$ cat src/shared/tlp_pkg.sv
// constants and types of the t1 test loop and prbs unit
package tlp_pkg;
  // register byte offsets on the apb
  localparam logic [7:0] OFS_CTRL = 8'h00;
  localparam logic [7:0] OFS_LOOP = 8'h04;
  localparam logic [7:0] OFS_SIM = 8'h08;
  localparam logic [7:0] OFS_STAT = 8'h0C;
  localparam logic [7:0] OFS_ISR = 8'h10;
  localparam logic [7:0] OFS_BEC = 8'h14;
  localparam logic [7:0] OFS_ERROR_INSERT_CONTROL = 8'h18;
  localparam logic [7:0] OFS_SIMCNT = 8'h1C;
  // control register bit positions
  localparam int C_PRBS_EN = 0;
  localparam int C_PRBS_LONG = 1;
  localparam int C_PRBS_INV = 2;
  localparam int C_FRAMED = 3;
  localparam int C_ERR_CNT_EN = 4;
  localparam int C_RLOOP = 5;
  localparam int C_JITTER_ATTENUATOR_SELECT = 6;
  localparam int C_PLOOP = 7;
  localparam int C_TRANSP = 8;
  localparam int C_SYS_AIS = 9;
  localparam int C_LLOOP = 10;
  localparam int C_LINE_AIS = 11;
  localparam int C_CHLOOP = 12;
  localparam int C_RBS_EN = 13;
  localparam int C_JAPAN = 14;
  localparam int C_ESF = 15;
  localparam int CTRL_W = 16;
  localparam logic [15:0] CTRL_RST = 16'h0000;
  // channel loop register fields
  localparam int LP_SLOT_LSB = 0;
  localparam int LP_IDLE_LSB = 8;
  localparam logic [4:0] SLOT_RST = 5'h00;
  localparam logic [7:0] IDLE_RST = 8'h00;
  // interrupt status bits
  localparam int I_LOCK = 0;
  localparam int I_RSLIP = 1;
  localparam int I_XSLIP = 2;
  // defect insertion bits
  localparam int E_FAS = 0;
  localparam int E_MF = 1;
  localparam int E_CRC = 2;
  localparam int E_CAS = 3;
  localparam int E_PRBS = 4;
  localparam int E_BPV = 5;
  // frame structure
  localparam logic [7:0] FRAME_LAST = 8'd192;
  localparam logic [4:0] NUM_SLOTS = 5'd24;
  localparam logic [3:0] ZERO_LIMIT = 4'd14;
  // prbs monitor thresholds
  localparam logic [5:0] HUNT_MATCH = 6'd32;
  localparam logic [7:0] HUNT_WIN = 8'd255;
  localparam logic [5:0] WIN_LAST = 6'd63;
  localparam logic [6:0] LOSS_ERR = 7'd24;
  // alarm simulation steps
  localparam logic [2:0] STP_LOS = 3'd1;
  localparam logic [2:0] STP_AIS = 3'd2;
  localparam logic [2:0] STP_LFA = 3'd3;
  localparam logic [2:0] STP_YEL = 3'd4;
  localparam logic [2:0] STP_SLIP = 3'd5;
  localparam logic [2:0] STP_FECV = 3'd6;
  localparam logic [2:0] STP_CRC = 3'd7;
  typedef enum logic {ST_HUNT, ST_LOCK} tlp_mon_t;
endpackage

$ cat src/rtl/tlp_test_unit.sv
// t1 test function block: prbs, loopbacks, alarm simulation, defect insertion
`timescale 1ns/1ps
// How it works
// - two prbs lengths, at most 14 zeros when not inverted
// - pattern sent to line, optionally inverted
// - monitor locks true or inverted, reports lock
// - each mismatch while locked counts when counting enabled
// - lock within 400 ms at 1e-1
// - framed skips framing bits, unframed uses all
// - remote loop returns line data, still received
// - remote loop through or around jitter buffer
// - payload loop returns 192 payload bits
// - transparent bit picks own or received framing
// - payload loop ignores system input, optional ais
// - local loop feeds system data to receiver
// - line ais does not touch remote or local looped data
// - one selected slot of 24 looped
// - idle code sent in looped slot
// - simulation hides real alarms, traffic untouched
// - simulation covers alarms, slips and counters
// - each trigger advances step, eight steps
// - auto, status-read and counter-read clearing
// - six kinds of single defect insertion
module tlp_test_unit
  import tlp_pkg::*;
(
  input wire logic clk_sys_i,
  input wire logic rst_n_i,
  input wire logic ce_i,
  input wire logic psel_i,
  input wire logic penable_i,
  input wire logic pwrite_i,
  input wire logic [7:0] paddr_i,
  input wire logic [31:0] pwdata_i,
  output logic [31:0] prdata_o,
  output logic pready_o,
  output logic pslverr_o,
  input wire logic bit_stb_i,
  input wire logic frm_sync_i,
  input wire logic fas_pos_i,
  input wire logic crc_pos_i,
  input wire logic sig_frame_i,
  input wire logic line_rx_bit_i,
  input wire logic sys_tx_bit_i,
  input wire logic fbit_gen_i,
  input wire logic rx_sys_bit_i,
  input wire logic [3:0] alarm_i,
  input wire logic yellow_req_i,
  input wire logic rx_slip_i,
  input wire logic tx_slip_i,
  output logic line_tx_bit_o,
  output logic bpv_insert_o,
  output logic framer_rx_bit_o,
  output logic sys_rx_bit_o,
  output logic remote_alarm_o,
  output logic rbs_enable_o,
  output logic japan_mode_o
);
  logic [15:0] ctrl_q;
  logic [4:0] slot_q;
  logic [7:0] idle_q;
  logic sim_q;
  logic [2:0] step_q;
  logic [3:0] stat_q;
  logic [2:0] isr_q;
  logic [15:0] bec_q;
  logic [5:0] error_insert_control_q;
  logic [7:0] fec_q;
  logic [7:0] cvc_q;
  logic [7:0] crcc_q;
  logic [7:0] pos_q;
  logic jitter_attenuator_select_q;
  logic pol_q;
  logic [5:0] match_q;
  logic [7:0] hunt_q;
  logic [5:0] win_q;
  logic [6:0] werr_q;
  tlp_mon_t mon_q;
  logic [31:0] rdata;

  // apb decode
  wire acc = psel_i & penable_i;
  wire done = acc & pready_o;
  wire wr = done & pwrite_i;
  wire rd = done & ~pwrite_i;
  wire h_ctrl = (paddr_i == OFS_CTRL);
  wire h_loop = (paddr_i == OFS_LOOP);
  wire h_sim = (paddr_i == OFS_SIM);
  wire h_stat = (paddr_i == OFS_STAT);
  wire h_isr = (paddr_i == OFS_ISR);
  wire h_bec = (paddr_i == OFS_BEC);
  wire h_error_insert_control = (paddr_i == OFS_ERROR_INSERT_CONTROL);
  wire h_scnt = (paddr_i == OFS_SIMCNT);
  wire mapped = h_ctrl | h_loop | h_sim | h_stat | h_isr | h_bec | h_error_insert_control | h_scnt;

  // read data selection
  assign rdata = h_ctrl ? {16'h0000, ctrl_q} :
                 h_loop ? {16'h0000, idle_q, 3'h0, slot_q} :
                 h_sim ? {25'h0000000, step_q, 3'h0, sim_q} :
                 h_stat ? {26'h0000000, pol_q, mon_q == ST_LOCK, stat_q} :
                 h_isr ? {29'h00000000, isr_q} :
                 h_bec ? {16'h0000, bec_q} :
                 h_error_insert_control ? {26'h0000000, error_insert_control_q} :
                 h_scnt ? {8'h00, crcc_q, cvc_q, fec_q} : 32'h00000000;

  // apb answers one cycle into the access phase
  always_ff @(posedge clk_sys_i or negedge rst_n_i) begin
    if (!rst_n_i) begin
      pready_o <= 1'b0;
      pslverr_o <= 1'b0;
      prdata_o <= 32'h00000000;
    end else if (ce_i) begin
      pready_o <= acc & ~pready_o;
      pslverr_o <= acc & ~pready_o & ~mapped;
      if (acc & ~pready_o) begin
        prdata_o <= rdata;
      end
    end
  end

  // frame position, bit 0 is the framing bit
  wire stb = ce_i & bit_stb_i;
  // frame sync marks the current bit, so it overrides the stored position
  wire [7:0] pos_c = frm_sync_i ? 8'h00 : pos_q;
  wire fbit = (pos_c == 8'h00);
  wire [7:0] pos_m1 = pos_c - 8'h01;
  wire [4:0] slot = pos_m1[7:3];
  wire [2:0] bis = pos_m1[2:0];
  wire slot_end = ~fbit & (bis == 3'h7);

  always_ff @(posedge clk_sys_i or negedge rst_n_i) begin
    if (!rst_n_i) begin
      pos_q <= 8'h00;
    end else if (stb) begin
      pos_q <= (pos_c == FRAME_LAST) ? 8'h00 : 8'(pos_c + 8'h01);
    end
  end

  // control registers; simulation trigger and defect requests
  wire sim_adv = wr & h_sim & pwdata_i[0];
  wire [2:0] step_nx = 3'(step_q + 3'h1);
  wire [5:0] error_insert_control_set = (wr & h_error_insert_control) ? pwdata_i[5:0] : 6'h00;
  always_ff @(posedge clk_sys_i or negedge rst_n_i) begin
    if (!rst_n_i) begin
      ctrl_q <= CTRL_RST;
      slot_q <= SLOT_RST;
      idle_q <= IDLE_RST;
      sim_q <= 1'b0;
      step_q <= 3'h0;
    end else if (ce_i) begin
      if (wr & h_ctrl) begin
        ctrl_q <= pwdata_i[CTRL_W-1:0];
      end
      if (wr & h_loop & (pwdata_i[LP_SLOT_LSB+:5] < NUM_SLOTS)) begin
        slot_q <= pwdata_i[LP_SLOT_LSB+:5];
      end
      if (wr & h_loop) begin
        idle_q <= pwdata_i[LP_IDLE_LSB+:8];
      end
      if (wr & h_sim) begin
        sim_q <= pwdata_i[0];
      end
      if (sim_adv) begin
        step_q <= step_nx;
      end
    end
  end

  // prbs slot selection
  wire prbs_on = ctrl_q[C_PRBS_EN];
  wire prbs_slot = prbs_on & (~ctrl_q[C_FRAMED] | ~fbit);
  wire prbs_step = stb & prbs_slot;
  wire gen_bit;
  wire mon_bit;

  tlp_prbs u_gen (
    .clk_sys_i(clk_sys_i),
    .rst_n_i(rst_n_i),
    .step_i(prbs_step),
    .long_i(ctrl_q[C_PRBS_LONG]),
    .load_i(1'b0),
    .din_i(1'b0),
    .bit_o(gen_bit)
  );

  // receiver input: local loop takes system data
  // local loop input
  wire frx = ctrl_q[C_LLOOP] ? sys_tx_bit_i : line_rx_bit_i;
  wire hunting = (mon_q == ST_HUNT);
  wire mon_rx = frx ^ pol_q;
  wire miss = (mon_rx != mon_bit);

  // monitor reference, seeded from line while hunting
  tlp_prbs u_mon (
    .clk_sys_i(clk_sys_i),
    .rst_n_i(rst_n_i),
    .step_i(prbs_step),
    .long_i(ctrl_q[C_PRBS_LONG]),
    .load_i(hunting),
    .din_i(mon_rx),
    .bit_o(mon_bit)
  );

  wire got_lock = hunting & ~miss & (match_q == HUNT_MATCH - 6'h01);
  wire lost_lock = ~hunting & (win_q == WIN_LAST) & (7'(werr_q + {6'h00, miss}) >= LOSS_ERR);
  wire lock_chg = prbs_step & (got_lock | lost_lock);
  always_ff @(posedge clk_sys_i or negedge rst_n_i) begin
    if (!rst_n_i) begin
      mon_q <= ST_HUNT;
      pol_q <= 1'b0;
      match_q <= 6'h00;
      hunt_q <= 8'h00;
      win_q <= 6'h00;
      werr_q <= 7'h00;
    end else if (prbs_step) begin
      case (mon_q)
        ST_HUNT: begin
          match_q <= miss ? 6'h00 : 6'(match_q + 6'h01);
          hunt_q <= 8'(hunt_q + 8'h01);
          win_q <= 6'h00;
          werr_q <= 7'h00;
          if (got_lock) begin
            mon_q <= ST_LOCK;
          end else if (hunt_q == HUNT_WIN) begin
            pol_q <= ~pol_q;
            match_q <= 6'h00;
          end
        end
        ST_LOCK: begin
          win_q <= 6'(win_q + 6'h01);
          werr_q <= (win_q == WIN_LAST) ? 7'h00 : 7'(werr_q + {6'h00, miss});
          match_q <= 6'h00;
          hunt_q <= 8'h00;
          if (lost_lock) begin
            mon_q <= ST_HUNT;
          end
        end
        default: begin
          mon_q <= ST_HUNT;
        end
      endcase
    end
  end

  // bit error counter, cleared by reading
  wire bec_inc = prbs_step & ~hunting & miss & ctrl_q[C_ERR_CNT_EN];
  wire bec_rd = rd & h_bec;
  always_ff @(posedge clk_sys_i or negedge rst_n_i) begin
    if (!rst_n_i) begin
      bec_q <= 16'h0000;
    end else if (ce_i) begin
      bec_q <= 16'((bec_rd ? 16'h0000 : bec_q) + {15'h0000, bec_inc});
    end
  end

  // insertion points for each defect kind
  wire use_fas = fbit & fas_pos_i;
  wire use_mf = fbit & ~fas_pos_i & ~crc_pos_i;
  wire use_crc = fbit & crc_pos_i;
  wire use_cas = slot_end & sig_frame_i;
  wire [5:0] used = stb ? ({1'b1, prbs_slot, use_cas, use_crc, use_mf, use_fas} & error_insert_control_q) : 6'h00;
  wire flip = used[E_FAS] | used[E_MF] | used[E_CRC] | used[E_CAS];

  // request clears after one use; new write wins
  always_ff @(posedge clk_sys_i or negedge rst_n_i) begin
    if (!rst_n_i) begin
      error_insert_control_q <= 6'h00;
    end else if (ce_i) begin
      error_insert_control_q <= (error_insert_control_q & ~used) | error_insert_control_set;
    end
  end

  // transmit route
  wire ploop = ctrl_q[C_PLOOP];
  wire chan_hit = ctrl_q[C_CHLOOP] & ~fbit & (slot == slot_q);
  wire idle_bit = idle_q[3'h7 - bis];
  // system input ignored in payload loop
  wire t_src = ploop ? ((fbit & ~ctrl_q[C_TRANSP]) ? fbit_gen_i : line_rx_bit_i) : sys_tx_bit_i;
  wire t_ch = chan_hit ? idle_bit : t_src;
  wire t_pr = prbs_slot ? (gen_bit ^ ctrl_q[C_PRBS_INV] ^ used[E_PRBS]) : t_ch;
  // line ais only on the line side
  wire t_ais = ctrl_q[C_LINE_AIS] | t_pr;
  wire t_err = t_ais ^ flip;
  // one-bit retiming stage stands for the jitter buffer
  wire t_line = ctrl_q[C_RLOOP] ? (ctrl_q[C_JITTER_ATTENUATOR_SELECT] ? jitter_attenuator_select_q : line_rx_bit_i) : t_err;
  wire r_sys = (ploop & ctrl_q[C_SYS_AIS]) ? 1'b1 : (chan_hit ? sys_tx_bit_i : rx_sys_bit_i);

  // registered line and system outputs
  always_ff @(posedge clk_sys_i or negedge rst_n_i) begin
    if (!rst_n_i) begin
      jitter_attenuator_select_q <= 1'b0;
      line_tx_bit_o <= 1'b0;
      bpv_insert_o <= 1'b0;
      framer_rx_bit_o <= 1'b0;
      sys_rx_bit_o <= 1'b0;
    end else if (ce_i) begin
      bpv_insert_o <= used[E_BPV];
      if (stb) begin
        jitter_attenuator_select_q <= line_rx_bit_i;
        line_tx_bit_o <= t_line;
        framer_rx_bit_o <= frx;
        sys_rx_bit_o <= r_sys;
      end
    end
  end

  wire [3:0] sim_alm = {step_q == STP_YEL, step_q == STP_LFA, step_q == STP_AIS, step_q == STP_LOS};
  wire sim_slip = sim_adv & (step_nx == STP_SLIP);
  wire frm_tick = stb & fbit & sim_q;
  wire fe_inc = frm_tick & (step_q == STP_FECV);
  wire crc_inc = frm_tick & (step_q == STP_CRC) & ctrl_q[C_ESF];
  wire scnt_rd = rd & h_scnt;
  wire isr_rd = rd & h_isr;
  wire [2:0] isr_set = {sim_q ? sim_slip : tx_slip_i, sim_q ? sim_slip : rx_slip_i, lock_chg};

  // automatic alarm clear, slips and counters cleared by read
  always_ff @(posedge clk_sys_i or negedge rst_n_i) begin
    if (!rst_n_i) begin
      stat_q <= 4'h0;
      isr_q <= 3'h0;
      fec_q <= 8'h00;
      cvc_q <= 8'h00;
      crcc_q <= 8'h00;
      remote_alarm_o <= 1'b0;
    end else if (ce_i) begin
      stat_q <= sim_q ? sim_alm : alarm_i;
      isr_q <= (isr_rd ? 3'h0 : isr_q) | isr_set;
      fec_q <= 8'((scnt_rd ? 8'h00 : fec_q) + {7'h00, fe_inc});
      cvc_q <= 8'((scnt_rd ? 8'h00 : cvc_q) + {7'h00, fe_inc});
      crcc_q <= 8'((scnt_rd ? 8'h00 : crcc_q) + {7'h00, crc_inc});
      remote_alarm_o <= yellow_req_i & ~sim_q;
    end
  end

  // plain control outputs
  always_ff @(posedge clk_sys_i or negedge rst_n_i) begin
    if (!rst_n_i) begin
      rbs_enable_o <= 1'b0;
      japan_mode_o <= 1'b0;
    end else if (ce_i) begin
      rbs_enable_o <= ctrl_q[C_RBS_EN];
      japan_mode_o <= ctrl_q[C_JAPAN];
    end
  end
endmodule

$ cat src/rtl/tlp_prbs.sv
// prbs shift register shared by generator and monitor
`timescale 1ns/1ps
module tlp_prbs
  import tlp_pkg::*;
(
  input wire logic clk_sys_i,
  input wire logic rst_n_i,
  input wire logic step_i,
  input wire logic long_i,
  input wire logic load_i,
  input wire logic din_i,
  output logic bit_o
);
  logic [19:0] sr_q;
  logic [3:0] zcnt_q;
  logic raw;
  logic seen;

  // feedback taps: x^15+x^14+1 or x^20+x^17+1
  assign raw = long_i ? (sr_q[19] ^ sr_q[16]) : (sr_q[14] ^ sr_q[13]);
  // forced one after a run of zeros
  assign bit_o = (zcnt_q == ZERO_LIMIT) ? 1'b1 : raw;
  // bit that counts toward the zero run
  assign seen = load_i ? din_i : bit_o;

  // shift: self-seed from the line while loading, free-run otherwise
  always_ff @(posedge clk_sys_i or negedge rst_n_i) begin
    if (!rst_n_i) begin
      sr_q <= 20'hFFFFF;
      zcnt_q <= 4'h0;
    end else if (step_i) begin
      sr_q <= {sr_q[18:0], load_i ? din_i : raw};
      zcnt_q <= seen ? 4'h0 : 4'(zcnt_q + 4'h1);
    end
  end
endmodule

$ cat config.mk
export PLATFORM = sky130hd
export DESIGN_NAME = tlp_test_unit
export DESIGN_NICKNAME = d
export VERILOG_FILES = /design/src/shared/tlp_pkg.sv /design/src/rtl/tlp_test_unit.sv /design/src/rtl/tlp_prbs.sv
export SDC_FILE = /design/constraint.sdc
export NUM_CORES = 1
export LEC_CHECK = 0
export BUFFER_PORTS_ARGS = -buffer_cell sky130_fd_sc_hd__buf_2
export CORE_MARGIN = 3
export CORE_UTILIZATION = 54
export DETAILED_ROUTE_END_ITERATION = 8
export GPL_ROUTABILITY_DRIVEN = 0
export PLACE_DENSITY = 0.77
export REMOVE_ABC_BUFFERS = 1
export SLEW_MARGIN = 5
export SYNTH_ARGS = -nofsm -noshare
export SYNTH_HDL_FRONTEND = slang
export SYNTH_SLANG_ARGS = --single-unit
$ cat constraint.sdc
create_clock -name clk_sys_i -period 3.6 [get_ports clk_sys_i]
set_input_delay 0.54 -clock clk_sys_i [delete_from_list [all_inputs] [get_ports clk_sys_i]]
set_output_delay 0.54 -clock clk_sys_i [all_outputs]
set_load 0.005 [all_outputs]
==> impl_metrics.tcl <==
set metrics [dict create \
    hold_slack_ps 70.4 \
    drt-total-wl_mm 25.7 \
    htreeDepth 1 \
    area.sequential_um2 5180 \
    r2r-start "pos_q[0]$_DFFE_PN0P_" \
    max_freq_mhz 309 \
    ys_warn_count 0 \
    slew_headroom_pct 40.7 \
    grt_usage_pct 23.9 \
    r2r_slack_ps 370 \
    ys_ff_latch 205 \
    fin_skew_ps 19.0 \
    p_int_mw 4.03 \
    slowest_stage "nor2_1" \
    cpPeakStageDelay_ps 370 \
    cp_max_fo 7 \
    grt_pass1_wl_mm 42.3 \
    drc_errors 0 \
    rows 50 \
    critical_path_class "flip-flop to flip-flop" \
    ys_seq_area_share_pct 48.6 \
    portBuffers 78 \
    ir_worst_vdd_mv 0.382 \
    max_cap_viol_count 0 \
    slew_viol_final 0 \
    worst_skew_pair.late_latency_ps 510 \
    critPathCaptureType "flip-flop" \
    timing.rr.end "bec_q[15]$_DFFE_PN0P_" \
    num_vias 8780 \
    tritoncts "yes" \
    layout.nets 1305 \
    syn2layout_area_growth_pct 14.4 \
    tightest_slew_ps 890 \
    detail_route.vias_per_cell 5.87 \
    clk_path_buf_depth 3 \
    die_h_um 147 \
    hold_viol 0 \
    postCtsHoldBufs 0 \
    status "finished clean" \
    rsz0062_at_grt "false" \
    fillers 1559 \
    ys.flop_type "dfrtp_1" \
    cp-start-kind "flip-flop" \
    yosysUniqueCellTypes 75 \
    fp.dieW_um 147 \
    finalSetupViolations 0 \
    grt_pass1_vias 8372 \
    drt_first_pass_iters 5 \
    ctsResizeCount 0 \
    ant_nets 0 \
    antenna_found_initial 2 \
    crit_arrival_ps 3600 \
    die_area_um2 21500 \
    cts.sinks 205 \
    p_per_area_nw_per_um2 427 \
    drtIter0Drc 715 \
    clockRootBuffer "clkbuf_16" \
    netlist_area_um2 10700 \
    fin_crit_sh_pct 89.8 \
    cts_buffers 23 \
    worstRegToRegCells 14 \
    critPathTopFamily "simple AND/OR/NAND/NOR gates" \
    sw_frac_of_total_pct 22.6 \
    hold_class "primary input to async pin" \
    clockPowerShare_pct 47.4 \
    multi_input_area_um2 5130 \
    path_common_cell "and3_1" \
    avgSynthCellArea_um2 9.32 \
    grt_max_degree 88 \
    total_power_mw 5.21 \
    combPwrFrac_pct 7.2 \
    cp_num_buf_inv 0 \
    clk_pin_slew_ps 60 \
    postCtsSetupBuffers 0 \
    pin_count 103 \
    synthArstFlopShare_pct 100 \
    post_drt_wl_per_cell_um 17.2 \
    synth_cells 1144 \
    coreArea_um2 19100 \
    synth_edf_count 0 \
    start_util_pct 55.9 \
    dpl.hpwl_mm 17.9 \
    fin_crit_ps 3230 \
    p_leak_nw 5.61 \
    p_seq_share_pct 45.4 \
    drive_gt1_share_pct 20.2 \
    required_ps 3970 \
    p_sw_mw 1.18 \
    grt_overflow 0 \
    crit_chain "nand2b_1, ha_1, and3_1, a211oi_1, nand2_2, nor2_1, and3_1, ha_1, and3_1, o2111ai_1, nor2_1, nand4_1, a22oi_1, o31ai_1" \
]
## state kept, by name (all words and copies together), names as in the netlist, 3 cells and up
| register | flops |
|---|---|
| prdata_o | 24 |
| u_gen.sr_q | 20 |
| u_mon.sr_q | 20 |
| bec_q | 16 |
| ctrl_q | 16 |
| crcc_q | 8 |
| cvc_q | 8 |
| fec_q | 8 |
| hunt_q | 8 |
| idle_q | 8 |
| pos_q | 8 |
| werr_q | 7 |
| error_insert_control_q | 6 |
| match_q | 6 |
| win_q | 6 |
| slot_q | 5 |
| stat_q | 4 |
| u_gen.zcnt_q | 4 |
| u_mon.zcnt_q | 4 |
| isr_q | 3 |
| step_q | 3 |
## synth_stat cells, drive strengths merged, types with 5 or more instances
| library cell | instances | area [µm²] |
|---|---|---|
| nand2 | 284 | 1070 |
| dfrtp | 165 | 4130 |
| o21ai | 110 | 551 |
| nor2 | 50 | 188 |
| nand3 | 46 | 230 |
| mux2 | 44 | 495 |
| clkbuf | 40 | 150 |
| dfstp | 40 | 1050 |
| a21oi | 35 | 175 |
| buf | 25 | 151 |
| inv | 25 | 93.8 |
| ha | 24 | 300 |
| and3 | 19 | 119 |
| nor3 | 18 | 101 |
| a22o | 17 | 149 |
| mux2i | 13 | 130 |
| o31ai | 12 | 90.1 |
| and2 | 11 | 68.8 |
| xor2 | 11 | 96.3 |
| nor4 | 9 | 86.3 |
| xnor2 | 9 | 78.8 |
| a222oi | 8 | 80.1 |
| nand2b | 8 | 50.1 |
| nor2b | 8 | 50.1 |
| a21o | 6 | 45.0 |
| nand4 | 6 | 37.5 |
| o211ai | 6 | 55.1 |
| o21a | 6 | 45.0 |
| or3 | 6 | 37.5 |
| a32o | 5 | 50.1 |
| nor3b | 5 | 37.5 |
## worst max-delay path by stage
stage                               from                     to  slack [ps]  cells after the start
global placement              frm_sync_i  bec_q[15]$_DFFE_PN0P_         150                     15
detailed placement            frm_sync_i  bec_q[15]$_DFFE_PN0P_          60                     15
global route        pos_q[0]$_DFFE_PN0P_  bec_q[15]$_DFFE_PN0P_          80                     14
CTS                 pos_q[0]$_DFFE_PN0P_  bec_q[15]$_DFFE_PN0P_         420                     14
floorplan                     frm_sync_i  bec_q[15]$_DFFE_PN0P_       -1090                     14
finish              pos_q[0]$_DFFE_PN0P_  bec_q[15]$_DFFE_PN0P_         370                     14
## per-stage QoR
| stage | TNS, ps | setup WS [ps] | area, µm² | utilization [%] | cells |
|---|---|---|---|---|---|
| 2_1_floorplan | -13830 | -1090 | 10400 | - | 1086 |
| 3_3_place_gp | 0 | 146 | 11400 | 59.7 | 1454 |
| 3_5_place_dp | 0 | 59.0 | 11400 | 59.7 | 1454 |
| 4_1_cts | 0 | 417 | 12200 | 63.9 | 1494 |
| 5_1_grt | 0 | 82.5 | 12200 | 63.9 | 1496 |
| 6_report | 0 | 366 | 12200 | 63.9 | 1496 |
## cell type report
class / count / share of cell area (%)
Inverter: 25 / 0.769
Clock inverter: 8 / 1.18
Multi-Input combinational cell: 856 / 42.1
Tap cell: 260 / 2.67
Clock buffer: 32 / 5.40
Antenna cell: 2 / 0.0410
Sequential cell: 205 / 42.5
Timing Repair Buffer: 108 / 5.43
## kinds of logic after synthesis
kind of cell | count (synthesis) | synth area share, %
xor+xnor | 20 | 1.64
buf+inv | 90 | 3.71
other cells | 1 | 0.0352
fa+ha+maj | 24 | 2.82
flops | 205 | 48.6
simple gates | 488 | 20.8
compound gates | 255 | 15.7
mux | 61 | 6.71
## power by group through the flow
stage                     Clock, mW  Combinational (mW)  Sequential, mW
after CTS                      2.50               0.374            2.36
after global placement            0               0.364            2.40
final                          2.47               0.373            2.36
after detailed placement          0               0.372            2.40
after global routing           2.63               0.413            2.37
after floorplan                   0               0.172            2.41
## layer usage
layer | global-route usage, % | part of all wire (%)
met5 | 0 | 0
met4 | 9.45 | 3.9
met3 | 3.29 | 6.0
met2 | 38.7 | 47
met1 | 32.7 | 43
## cells in the final DEF (no fill, tap or decap), types with 8 or more instances in the layout
cell and n:
clkbuf_16 23, nor2b_1 8, buf_2 77, a21oi_1 35, mux2_2 44, dfrtp_1 165, nor2_1 49, o31ai_1 12
o21ai_0 110, nand2_1 283, ha_1 24, a222oi_1 8, xnor2_1 9, nand3_1 46, dfstp_2 40, inv_1 25
nand2b_1 8, xor2_1 11, conb_1 8, buf_4 27, and3_1 19, nor3_1 16, a22o_1 17, and2_1 11
mux2i_1 13
(Power assumes the default switching activity.)
